==> src/rtl/ebt_cfg.svh <==
// register map, field positions, reset values and counts of the 8-bit timer
`ifndef EBT_CFG_SVH
`define EBT_CFG_SVH

`define EBT_ADDR_CTRL    3'h0
`define EBT_ADDR_CMP     3'h1
`define EBT_ADDR_DUTY    3'h2
`define EBT_ADDR_CFG     3'h3
`define EBT_ADDR_CNT     3'h4

`define EBT_CTRL_FF_BIT  7
`define EBT_CTRL_SRC_HI  6
`define EBT_CTRL_SRC_LO  4
`define EBT_CTRL_RUN_BIT 3
`define EBT_CTRL_MODE_HI 2
`define EBT_CTRL_MODE_LO 0

`define EBT_CFG_TAP_BIT  0
`define EBT_CFG_SLOW_BIT 1

`define EBT_CTRL_RST     8'h00
`define EBT_CMP_RST      8'h00
`define EBT_DUTY_RST     8'h00
`define EBT_CFG_RST      2'h0
`define EBT_CNT_TOP      8'hff

`define EBT_DIV_W        11
`define EBT_CLOCK_MHZ    100

`endif

==> src/rtl/ebt_pkg.sv <==
// types shared by the 8-bit timer
package ebt_pkg;

   typedef enum logic [2:0]
   {
      EBT_MODE_TIMER = 3'h0,
      EBT_MODE_PDO   = 3'h1,
      EBT_MODE_PWM   = 3'h2,
      EBT_MODE_RSVD  = 3'h3
   } ebt_mode_e;

   typedef enum logic [2:0]
   {
      EBT_SRC_SLOW8 = 3'h0,
      EBT_SRC_D7    = 3'h1,
      EBT_SRC_D5    = 3'h2,
      EBT_SRC_D3    = 3'h3,
      EBT_SRC_FS    = 3'h4,
      EBT_SRC_D1    = 3'h5,
      EBT_SRC_FC    = 3'h6,
      EBT_SRC_PIN   = 3'h7
   } ebt_src_e;

endpackage

==> src/rtl/ebt_timer.sv <==
// one 8-bit timer/counter channel: timer, event, divider and pwm modes
//
// How it works
// - timer mode: count, match irq, clear, continue
// - timer compare value acts immediately, unbuffered
// - event mode counts pin falling edges, match clears
// - event compare value acts immediately, unbuffered
// - divider mode toggles flip-flop on each match
// - divider pin is inverse flip-flop, resets zero
// - divider compare value acts immediately, unbuffered
// - stop holds pin; flip-flop rewritten afterwards
// - bit 3 runs timer, bit 7 flip-flop
// - pwm toggles at duty and at overflow
// - pwm pin inverse flip-flop, programmable, resets zero
// - duty buffered, moves at irq or immediately
// - duty read shows old value until irq
// - fast taps 2^11/fs8, 2^7, 2^5, 2^3
//
// The placing of the registers and the plain strobed port were left to the implementer.
`timescale 1ns/10ps
`include "ebt_cfg.svh"

module ebt_timer
(
   input  wire logic       i_clock,
   input  wire logic       i_srst,
   input  wire logic [2:0] i_addr,
   input  wire logic [7:0] i_wdata,
   input  wire logic       i_wr,
   input  wire logic       i_rd,
   input  wire logic       i_low_freq_clock,
   input  wire logic       i_event_in_pin,
   output logic      [7:0] o_rdata,
   output logic            o_match_irq,
   output logic            o_divider_out_pin,
   output logic            o_pwm_out_pin
);

   logic [7:0]              timer_ctrl_reg;
   logic [7:0]              compare_reg;
   logic [7:0]              duty_buf_reg;
   logic [7:0]              pwm_duty_reg;
   logic [1:0]              cfg_reg;
   logic [7:0]              cnt_reg;
   logic [7:0]              cnt_next;
   logic [7:0]              cnt_inc;
   logic [7:0]              rdata_reg;
   logic [`EBT_DIV_W-1:0]   div_reg;
   logic [`EBT_DIV_W-1:0]   tap_vec;
   logic [2:0]              fs_div_reg;
   logic [1:0]              fs_sync_reg;
   logic                    fs_last_reg;
   logic [1:0]              ev_sync_reg;
   logic                    ev_last_reg;
   logic                    ff_reg;
   logic                    ff_next;
   logic                    irq_reg;
   logic                    irq_next;
   logic                    load_duty;
   logic                    pdo_pin_reg;
   logic                    pwm_pin_reg;
   logic                    run;
   logic                    tick;
   logic                    fs_rise;
   logic                    fs8_tick;
   logic                    ev_fall;
   logic                    ctrl_wr;
   logic                    cmp_wr;
   logic                    duty_wr;
   logic                    cfg_wr;
   ebt_pkg::ebt_mode_e      mode;
   ebt_pkg::ebt_src_e       src;

   // picks the source tick; slow mode has no high clock taps
   function automatic logic src_tick
   (
      input ebt_pkg::ebt_src_e     s,
      input logic [`EBT_DIV_W-1:0] t,
      input logic [1:0]            c,
      input logic                  f8,
      input logic                  f1,
      input logic                  ev
   );
      logic r;
      logic slow;
      r = 1'b0;
      slow = c[`EBT_CFG_SLOW_BIT];
      case (s)
         ebt_pkg::EBT_SRC_SLOW8:
            r = (c[`EBT_CFG_TAP_BIT] || slow) ? f8 : t[10];
         ebt_pkg::EBT_SRC_D7:
            r = t[6] && !slow;
         ebt_pkg::EBT_SRC_D5:
            r = t[4] && !slow;
         ebt_pkg::EBT_SRC_D3:
            r = t[2] && !slow;
         ebt_pkg::EBT_SRC_FS:
            r = f1;
         ebt_pkg::EBT_SRC_D1:
            r = t[0] && !slow;
         ebt_pkg::EBT_SRC_FC:
            r = !slow;
         ebt_pkg::EBT_SRC_PIN:
            r = ev;
         default:
            r = 1'b0;
      endcase
      return r;
   endfunction

   assign ctrl_wr = i_wr && (i_addr == `EBT_ADDR_CTRL);
   assign cmp_wr  = i_wr && (i_addr == `EBT_ADDR_CMP);
   assign duty_wr = i_wr && (i_addr == `EBT_ADDR_DUTY);
   assign cfg_wr  = i_wr && (i_addr == `EBT_ADDR_CFG);

   assign run  = timer_ctrl_reg[`EBT_CTRL_RUN_BIT];
   assign mode = ebt_pkg::ebt_mode_e'(
                 timer_ctrl_reg[`EBT_CTRL_MODE_HI:`EBT_CTRL_MODE_LO]);
   assign src  = ebt_pkg::ebt_src_e'(
                 timer_ctrl_reg[`EBT_CTRL_SRC_HI:`EBT_CTRL_SRC_LO]);

   // free prescaler; tap g pulses once every 2^(g+1) clocks
   always_ff @(posedge i_clock)
   begin
      if (i_srst)
         div_reg <= '0;
      else
         div_reg <= div_reg + `EBT_DIV_W'h001;
   end

   genvar g;
   generate
      for (g = 0; g < `EBT_DIV_W; g = g + 1)
      begin : g_tap
         assign tap_vec[g] = &div_reg[g:0];
      end
   endgenerate

   // low clock and event pin are asynchronous: two flops first
   always_ff @(posedge i_clock)
   begin
      if (i_srst)
      begin
         fs_sync_reg <= 2'h0;
         fs_last_reg <= 1'b0;
         ev_sync_reg <= 2'h3;
         ev_last_reg <= 1'b1;
      end
      else
      begin
         fs_sync_reg <= {fs_sync_reg[0], i_low_freq_clock};
         fs_last_reg <= fs_sync_reg[1];
         ev_sync_reg <= {ev_sync_reg[0], i_event_in_pin};
         ev_last_reg <= ev_sync_reg[1];
      end
   end

   assign fs_rise  = fs_sync_reg[1] && !fs_last_reg;
   assign ev_fall  = ev_last_reg && !ev_sync_reg[1];
   assign fs8_tick = fs_rise && (&fs_div_reg);

   always_ff @(posedge i_clock)
   begin
      if (i_srst)
         fs_div_reg <= 3'h0;
      else if (fs_rise)
         fs_div_reg <= fs_div_reg + 3'h1;
   end

   // short event pulses are missed; the source must hold levels
   assign tick = run && src_tick(src, tap_vec, cfg_reg,
                                 fs8_tick, fs_rise, ev_fall);

   assign cnt_inc = cnt_reg + 8'h01;

   always_comb
   begin
      cnt_next  = cnt_reg;
      ff_next   = ff_reg;
      irq_next  = 1'b0;
      load_duty = 1'b0;
      if (ctrl_wr && !run)
      begin
         // only a stopped timer takes the flip-flop value
         cnt_next = 8'h00;
         ff_next  = i_wdata[`EBT_CTRL_FF_BIT];
      end
      else if (tick)
      begin
         case (mode)
            ebt_pkg::EBT_MODE_TIMER,
            ebt_pkg::EBT_MODE_PDO:
            begin
               if (cnt_inc == compare_reg)
               begin
                  cnt_next = 8'h00;
                  irq_next = 1'b1;
                  if (mode == ebt_pkg::EBT_MODE_PDO)
                     ff_next = !ff_reg;
               end
               else
                  cnt_next = cnt_inc;
            end
            ebt_pkg::EBT_MODE_PWM:
            begin
               if (cnt_reg == `EBT_CNT_TOP)
               begin
                  cnt_next  = 8'h00;
                  ff_next   = !ff_reg;
                  irq_next  = 1'b1;
                  load_duty = 1'b1;
               end
               else
               begin
                  cnt_next = cnt_inc;
                  if (cnt_inc == pwm_duty_reg)
                     ff_next = !ff_reg;
               end
            end
            default:
               cnt_next = cnt_reg;
         endcase
      end
   end

   always_ff @(posedge i_clock)
   begin
      if (i_srst)
      begin
         cnt_reg     <= 8'h00;
         ff_reg      <= 1'b0;
         irq_reg     <= 1'b0;
         pdo_pin_reg <= 1'b1;
         pwm_pin_reg <= 1'b1;
      end
      else
      begin
         cnt_reg     <= cnt_next;
         ff_reg      <= ff_next;
         irq_reg     <= irq_next;
         pdo_pin_reg <= !ff_next;
         pwm_pin_reg <= !ff_next;
      end
   end

   always_ff @(posedge i_clock)
   begin
      if (i_srst)
      begin
         timer_ctrl_reg <= `EBT_CTRL_RST;
         cfg_reg        <= `EBT_CFG_RST;
      end
      else
      begin
         if (ctrl_wr)
            timer_ctrl_reg <= i_wdata;
         if (cfg_wr)
            cfg_reg <= i_wdata[1:0];
      end
   end

   // no shadow: rewriting while running can skip a match
   always_ff @(posedge i_clock)
   begin
      if (i_srst)
         compare_reg <= `EBT_CMP_RST;
      else if (cmp_wr)
         compare_reg <= i_wdata;
   end

   // a write racing the transfer: the old buffer value moves, the new one waits
   always_ff @(posedge i_clock)
   begin
      if (i_srst)
      begin
         duty_buf_reg <= `EBT_DUTY_RST;
         pwm_duty_reg <= `EBT_DUTY_RST;
      end
      else
      begin
         if (duty_wr)
            duty_buf_reg <= i_wdata;
         if (duty_wr && !run)
            pwm_duty_reg <= i_wdata;
         else if (load_duty)
            pwm_duty_reg <= duty_buf_reg;
      end
   end

   always_ff @(posedge i_clock)
   begin
      if (i_srst)
         rdata_reg <= 8'h00;
      else if (i_rd)
      begin
         case (i_addr)
            `EBT_ADDR_CTRL: rdata_reg <= timer_ctrl_reg;
            `EBT_ADDR_CMP:  rdata_reg <= compare_reg;
            `EBT_ADDR_DUTY: rdata_reg <= pwm_duty_reg;
            `EBT_ADDR_CFG:  rdata_reg <= {6'h00, cfg_reg};
            `EBT_ADDR_CNT:  rdata_reg <= cnt_reg;
            default:        rdata_reg <= 8'h00;
         endcase
      end
      else
         rdata_reg <= 8'h00;
   end

   assign o_rdata           = rdata_reg;
   assign o_match_irq       = irq_reg;
   assign o_divider_out_pin = pdo_pin_reg;
   assign o_pwm_out_pin     = pwm_pin_reg;
endmodule

==> config.mk <==
export PLATFORM = sky130hd
export DESIGN_NAME = ebt_timer
export DESIGN_NICKNAME = d
export VERILOG_FILES = /design/src/rtl/ebt_pkg.sv /design/src/rtl/ebt_timer.sv
export VERILOG_INCLUDE_DIRS = /design/src /design/src/rtl
export SDC_FILE = /design/constraint.sdc
export NUM_CORES = 1
export LEC_CHECK = 0
export BUFFER_PORTS_ARGS = -buffer_cell sky130_fd_sc_hd__buf_2
export CAP_MARGIN = 30
export CELL_PAD_IN_SITES_DETAIL_PLACEMENT = 2
export CELL_PAD_IN_SITES_GLOBAL_PLACEMENT = 2
export CORE_UTILIZATION = 36
export CTS_CLUSTER_DIAMETER = 50
export CTS_CLUSTER_SIZE = 25
export DETAILED_ROUTE_END_ITERATION = 6
export PLACE_DENSITY_LB_ADDON = 0.1
export SKIP_CTS_REPAIR_TIMING = 1
export SLEW_MARGIN = 10
export SYNTH_ARGS = -nofsm -noshare
export SYNTH_HDL_FRONTEND = slang
export SYNTH_SLANG_ARGS = --single-unit
export TNS_END_PERCENT = 5
==> constraint.sdc <==
create_clock -name i_clock -period 3.2 [get_ports i_clock]
set_clock_uncertainty 0.15 [all_clocks]
set_input_delay 0.16 -clock i_clock [delete_from_list [all_inputs] [get_ports i_clock]]
set_output_delay 0.16 -clock i_clock [all_outputs]
set_load 0.05 [all_outputs]
Yosys cells after proc, flatten, opt, wreduce, memory -nomap -nowiden --
Cells that the tools add are included.
Cells by class: reductions and logical operators 36, eq/ne operators 16, bitwise gates (word level) 2, multiplexer cells 21, add/sub/neg operators 3
Operators by type and width (number):
- one-hot mux 8 bit (5 select lines) | 1
- 2-to-1 mux 8 bit | 4
- == test 8 bit | 2
- one-hot mux 8 bit (2 select lines) | 1
- == test 3 x 2 -> 1 bit, second input constant | 5
- == test 3 bit, second input constant | 5
- logical AND 1 bit | 14
- 2-to-1 mux 1 bit | 12
- adder 11 x 1 -> 11 bit, second input constant | 1
- AND reduction 11 bit | 1
- == test 3 x 1 -> 1 bit, second input constant | 3
- zero test 3 bit | 3
- adder 8 x 1 -> 8 bit, second input constant | 1
- == test 8 bit, second input constant | 1
- one-hot mux 1 bit (8 select lines) | 1
- AND reduction 7 bit | 1
- zero test 1 bit | 6
- AND reduction 3 bit | 2
- OR reduction 2 bit | 3
- AND reduction 5 bit | 1
- one-hot mux 1 bit (2 select lines) | 2
- nonzero test 2 bit | 2
- adder 3 x 1 -> 3 bit, second input constant | 1
- OR reduction 3 bit | 1
- other kinds (3) | 4
Storage, ports and cells: logic and storage cells 94, register bits 73

Logic depth before layout (Yosys ltp) --
Gate-level depths: netlist of run 1.
word-level depth 10, depth in mapped cells 11, mapped depth without buffers 11

Least setup slack after synthesis of run 1 --
No wires, ideal clock.
path type register to register, start point reg cnt_reg[1], end point reg pwm_pin_reg, in the netlist o_pwm_out_pin, arrival 2214 ps, path buffers 1, path slack 711 ps, stages on the path, launching flop included 10, clock period less this slack 2489 ps, path through dfxtp_1 > ha_1 > clkbuf_1 > nand3_1 > xnor2_1 > nor4_1 > a31oi_1 > a2111oi_2 > mux2i_1 > o41a_1
On the way: longest elaborated chain between the ends 8
Ends and longest elaborated chain:
- from (decl) | RTL line ebt_timer.sv:44 | logic [7:0] cnt_reg;
- from (signal assigned) | RTL line ebt_timer.sv:238 | cnt_reg <= cnt_next;
- adder 8 x 1 -> 8 bit | RTL line ebt_timer.sv:174 | assign cnt_inc = cnt_reg + 8'h01;
- == test 8 bit | RTL line ebt_timer.sv:216 | if (cnt_inc == pwm_duty_reg)
- 2-to-1 mux 1 bit | RTL line ebt_timer.sv:216
- 2-to-1 mux 1 bit | RTL line ebt_timer.sv:206 | if (cnt_reg == `EBT_CNT_TOP)
- one-hot mux 1 bit (2 select lines) (*) | RTL line ebt_timer.sv:190 | case (mode)
- 2-to-1 mux 1 bit (*) | RTL line ebt_timer.sv:188 | else if (tick)
- 2-to-1 mux 1 bit (*) | RTL line ebt_timer.sv:182 | if (ctrl_wr && !run)
- zero test 1 bit (*) | RTL line ebt_timer.sv:242 | pwm_pin_reg <= !ff_next;
- to (signal assigned) | RTL line ebt_timer.sv:242
- to (decl) | RTL line ebt_timer.sv:61 | logic pwm_pin_reg;
Mark *: on every way between the ends. The rest lies on a longest branch, timed or not. A chain may end at the register's enable or synchronous reset.

Worst setup path after layout of run 1 --
start point reg div_reg[0], end point reg cnt_reg[0]
On the way: longest elaborated chain between the ends 5
Ends and longest elaborated chain:
- from (decl) | RTL line ebt_timer.sv:48 | logic [`EBT_DIV_W-1:0] div_reg;
- from (signal assigned) | RTL line ebt_timer.sv:128 | div_reg <= div_reg + `EBT_DIV_W'h001;
- AND reduction 11 bit, or another cell as far along | RTL line ebt_timer.sv:135 | assign tap_vec[g] = &div_reg[g:0];
- 2-to-1 mux 1 bit, or another cell as far along | RTL line ebt_timer.sv:90 | r = (c[`EBT_CFG_TAP_BIT] || slow) ? f8 : t[10];
- one-hot mux 1 bit (8 select lines) (*) | RTL line ebt_timer.sv:88 | case (s)
- logical AND 1 bit (*) | RTL line ebt_timer.sv:171 | assign tick = run && src_tick(src, tap_vec, cfg_reg,
- AND reduction 2 bit (no line) (*)
Marked as above.

==> results of run 1 <==
-- kinds of logic after synthesis --
family,Yosys count
buffers and inverters,33
xor gates and xnor gates,29
AOI/OAI and AO/OA,98
muxes,14
and+or+nand+nor,192
DFF,73
adders and majority gates,6
-- power by group through the flow --
stage	clock network, mW	registers, mW	logic (mW)
CTS	0.811	0.945	0.129
finish	0.785	0.945	0.138
global placement	0	0.965	0.122
detailed placement	0	0.966	0.128
floorplan	0	0.960	0.0817
global route	0.844	0.947	0.152
-- cells in the final DEF (no fill, tap or decap), types with 3 or more instances in the layout --
cell | Yosys | layout
nand2_1 | 68 | 68
and3_1 | 5 | 5
nand3_1 | 15 | 15
ha_1 | 6 | 5
mux2i_1 | 12 | 12
inv_6 | 0 | 3
nor2b_1 | 14 | 14
and2_1 | 4 | 4
a211oi_1 | 5 | 5
xor2_1 | 13 | 13
nor2_1 | 49 | 49
dlygate4sd3_1 | 0 | 10
nor3_1 | 7 | 7
nand2b_1 | 4 | 4
o21ai_0 | 11 | 11
buf_2 | 7 | 27
xnor2_1 | 16 | 16
a22oi_1 | 10 | 10
a21oi_1 | 40 | 40
dfxtp_1 | 73 | 73
buf_4 | 1 | 12
inv_1 | 6 | 6
clkbuf_8 | 0 | 9
a31oi_1 | 4 | 4
o22ai_1 | 4 | 4
or2_2 | 6 | 6
a221oi_1 | 5 | 5
-- layer usage --
layer	GRT usage, %	vias up	wire, um
met4	8.67	0	207
met2	38.9	46	5620
met3	4.47	18	332
met5	0	-	0
met1	30.3	1671	5490
li1	-	1625	-
-- final cells by class --
class	instances	area [um2]	area share (%)
clock buffers	9	124	2.92
clock inverters	7	82.6	1.94
inverters	6	22.5	0.530
multi-input cells	339	2070	48.6
flip-flops and latches	73	1460	34.4
well taps	133	166	3.92
repair buffers	49	325	7.66
-- path summary, 6_finish.rpt --
kind / from / to / slack (ns)
worst max-delay path: div_reg[0]$_SDFF_PP0_ / cnt_reg[0]$_SDFFE_PP0P_ / 0.30
worst min-delay path: i_srst / div_reg[0]$_SDFF_PP0_ / 0.05
worst max register to register: div_reg[0]$_SDFF_PP0_ / cnt_reg[0]$_SDFFE_PP0P_ / 0.30
worst min register to register: ev_sync_reg[0]$_SDFF_PP1_ / ev_sync_reg[1]$_SDFF_PP1_ / 0.27
-- per-stage QoR --
stage                     cell area, um2  power [mW]  utilization [%]
after floorplan                     3650        1.04                -
after CTS                           4140        1.88             42.2
after detailed placement            3930        1.09             40.0
final                               4250        1.87             43.3
after global routing                4250        1.94             43.3
after global placement              3930        1.09             40.0
==> metrics.txt, run 1 <==
number of port buffers=27; Hold Crit Depth=2; Static Leak=1.53 nW; nets=around 500; CTS tree=built; GRT Overall Usage=a little under a quarter; Remaining Overflow, GRT=0; xor and xnor area share after synthesis=6.95%; CTS clk-pin slew, worst paths=0.09 ns; Pre-antenna DRT Iters=5; Clock power frac=42.0%; worst min path class=input port to flip-flop; Worst setup SP type=flip-flop; Cell variety after synth=57; initial antenna violation count=0; Worst R2R Path Depth=11; top post-synthesis cells by count=dfxtp_1, nand2_1, nor2_1; largest net degree at the start of global routing=37; flip-flop count of the largest register after layout=11; via count=~3.4k; WP depth=11; Yosys reg bits=73; max_cap viols=0; vias in the first global route=3,460; hold slack final=0.0514 ns; synthesis warning total=0; Core ar.=0.00982 mm2; most frequent cell after synthesis=dfxtp_1; clk_lat worst skew=0.37 ns; routability cong.=a little under 0.8; initial DRC count=93; Period minus WS final=2.90 ns; Slew @ Worst Pin=0.612 ns; setup TNS=0 ns; height of the die=about 100 um; fin crit share=90.7%; CP Class=flip-flop to flip-flop; ys flop type=dfxtp_1; Worst Path Required=3.34 ns; post-synthesis compound-gate area fraction=17.6%; Non-Filler Instances=just over 600; Setup WS post-layout=approximately 0.30 ns; n_diodes=0; setup repair after global routing missed its margin=no; Root Buffer=clkbuf_8; run status=finished, final reports clean; CTS Buf Count=9; DRC Markers=0; placed cell count=about 600; # fillers=1,155; delay of the slowest critical-path stage=0.52 ns; Int Pwr=1.35 mW; Post-Synth Adder-Cell Area=2.05%; Place WS=0.104 ns; full die area=0.0106 mm2; Die W=103 um; Most common cell on crit path=ha_1; final WL=around 12 mm; Hold Vio Cnt, Final=0; clock sinks=73; Core Rows=36; Comb power frac=7.4%; area of the mapped netlist=roughly 0.0037 mm2; Slew Viols, Final=0; syn_nets=between 400 and 500; first-pass GRT wire length=18.3 mm; mux share of post-synthesis cell area=3.90%; slowest stage cell, crit path=or4_1; worst path buffer plus inverter count=1; VDD IR max=321 uV; async set-reset flop share out of synthesis=0%; Post-synth EDFFs=0; CP arrival=roughly 3.0 ns; count of final setup violators=0; pwr dens=440 mW/mm2; antenna viol nets, final=0; number of vias per cell=5.45; total I/O pin count=28; Crit path max-delay family=simple AND/OR/NAND/NOR gates; Syn Area/Cell=8.21 um2; largest family of logic cells by synthesized area=simple AND/OR/NAND/NOR gates; HPWL after DPL=8.64 mm; clock buffer depth=2; crit path capture type=flip-flop; layout cell share with drive strength beyond 1=15.5%; Synth area leader=dfxtp_1; Simple-Gate Fraction of Synth Area=between 20% and 30%; Sw Share=between 20 and 30%; dominant cells by area after synthesis=dfxtp_1, nand2_1, a21oi_1; Starting Density=a little under two fifths; WL per Instance=between 15 and 20 um; CP Cell Sequence=ha_1 > nand3_2 > inv_1 > ha_1 > nor2_1 > o21ai_0 > o211ai_2 > nor3_1 > nand2_1 > or4_1 > a21oi_1; htree depth=3; Max FO, Critical Path=5; Flop pwr share=50.6%; sequential area share after synthesis=between 30 and 40%; top cell type's share of synthesized area=between 30 and 40%; max frequency=0.344 GHz; Post-Synthesis Cells=~450; Max-slew headroom=58.9%; Sw Pwr=0.514 mW; Area Overhead vs Synth=16.2%
(Power assumes the default switching activity.)
==> run 2, diff against run 1 <==
--- a/config.mk
+++ b/config.mk
@@ -15,6 +15,7 @@
 export CTS_CLUSTER_SIZE = 25
 export DETAILED_ROUTE_END_ITERATION = 6
 export PLACE_DENSITY_LB_ADDON = 0.1
+export REMOVE_ABC_BUFFERS = 1
 export SKIP_CTS_REPAIR_TIMING = 1
 export SLEW_MARGIN = 10
 export SYNTH_ARGS = -nofsm -noshare
==> metrics.txt, run 2 (synthesis gave the netlist of run 1 again) <==
run status=finished, final reports clean; htree depth=3; routability cong.=0.823; height of the die=103 um; hold slack final=0.0969 ns; Starting Density=37.2%; Pre-antenna DRT Iters=4; Remaining Overflow, GRT=0; nets=501; VDD IR max=~280 uV; Final Total Pwr=1.84 mW; commonest non-fill, non-tap cell in the layout=dfxtp_1; placed cell count=approximately 600; Worst setup SP type=flip-flop; WL per Instance=between 15 and 20 um; Die W=around 100 um; HPWL after DPL=about 9 mm; full die area=0.0106 mm2; DRC Markers=0; Period minus WS final=approximately 2.9 ns; CTS clk-pin slew, worst paths=~0.090 ns; Worst Path Required=3.31 ns; final WL=11.8 mm; Slew Viols, Final=0; initial antenna violation count=0; Root Buffer=clkbuf_8; flip-flop count of the largest register after layout=11; Core Rows=36; GRT Overall Usage=a little under a quarter; number of port buffers=27; count of final setup violators=0; fin crit share=about nine tenths; clk_lat worst skew=0.37 ns; setup TNS=0 ns; Max FO, Critical Path=12; worst min path class=input port to flip-flop; CTS Buf Count=9; CTS tree=built; # fillers=between 1k and 1.5k; most frequent cells in the layout=dfxtp_1, nand2_1, nor2_1; CP arrival=2.97 ns; max frequency=0.350 GHz; CP Class=flip-flop to flip-flop; Non-Filler Instances=about 620; number of vias per cell=between 5 and 6; Core ar.=0.00982 mm2; layout cell share with drive strength beyond 1=~15%; Static Leak=1.53 nW; n_diodes=0; vias in the first global route=between 3k and 4k; first-pass GRT wire length=about 18 mm; max_cap viols=0; crit path capture type=flip-flop; Max-slew headroom=52.9%; Hold Vio Cnt, Final=0; via count=3,352; antenna viol nets, final=0; Area Overhead vs Synth=15.6%; largest net degree at the start of global routing=35; pwr dens=436 mW/mm2; clock buffer depth=2; initial DRC count=96; Slew @ Worst Pin=0.703 ns; clock sinks=73; setup repair after global routing missed its margin=no; total I/O pin count=28
[run 2: cell types whose count changed in the layout (fill, tap and decap cells not counted), sizes merged]
cell,delta
clkinvlp,-1
inv,-3
clkinv,+4
[run 2: worst max-delay path, stage by stage, from the launching register on]
cell,delay (ns)
dfxtp_1,0.48
ha_1,0.47
xnor2_1,0.17
o21ai_0,0.19
o211ai_1,0.23
nor4_1,0.50
buf_4,0.22
nor2_1,0.08
a21oi_1,0.17
o22ai_1,0.10
[run 2: layout make-up]
type | count | area (um2) | share of cell area, %
multi-input combinational | 339 | 2060 | 48.7
sequential | 73 | 1460 | 34.6
timing repair buffer | 49 | 325 | 7.70
tap | 133 | 166 | 3.94
clock buffer | 9 | 124 | 2.93
clock inverter | 7 | 70.1 | 1.66
inverter | 6 | 22.5 | 0.533
[run 2: layer usage]
metal | track usage [%] | wire length, um | vias up
li1 | - | - | 1619
met1 | 30.3 | 5470 | 1675
met2 | 40.3 | 5950 | 46
met3 | 3.32 | 255 | 12
met4 | 8.88 | 156 | 0
met5 | 0 | 0 | -
[run 2: per-stage QoR]
stage	setup slack, ns	area (um2)	utilization, %
3_5_place_dp	0.391	3930	40.0
2_1_floorplan	0.724	3540	-
6_report	0.340	4230	43.0
4_1_cts	0.363	4130	42.0
3_3_place_gp	0.467	3930	40.0
5_1_grt	0.0998	4230	43.0
[run 2: path summary, 6_finish.rpt]
path	from	depth (start not counted)	end	slack (ns)
max	cnt_reg[1]$_SDFFE_PP0P_	9	cnt_reg[3]$_SDFFE_PP0P_	0.34
min	i_srst	2	div_reg[0]$_SDFF_PP0_	0.1
max reg2reg	cnt_reg[1]$_SDFFE_PP0P_	9	cnt_reg[3]$_SDFFE_PP0P_	0.34
min reg2reg	ev_sync_reg[0]$_SDFF_PP1_	1	ev_sync_reg[1]$_SDFF_PP1_	0.27
[run 2: power by group]
part	switching (mW)	leakage, nW	internal [mW]
clock network	0.402	0.0994	0.360
registers	0.0204	0.591	0.926
logic	0.0833	0.842	0.0525
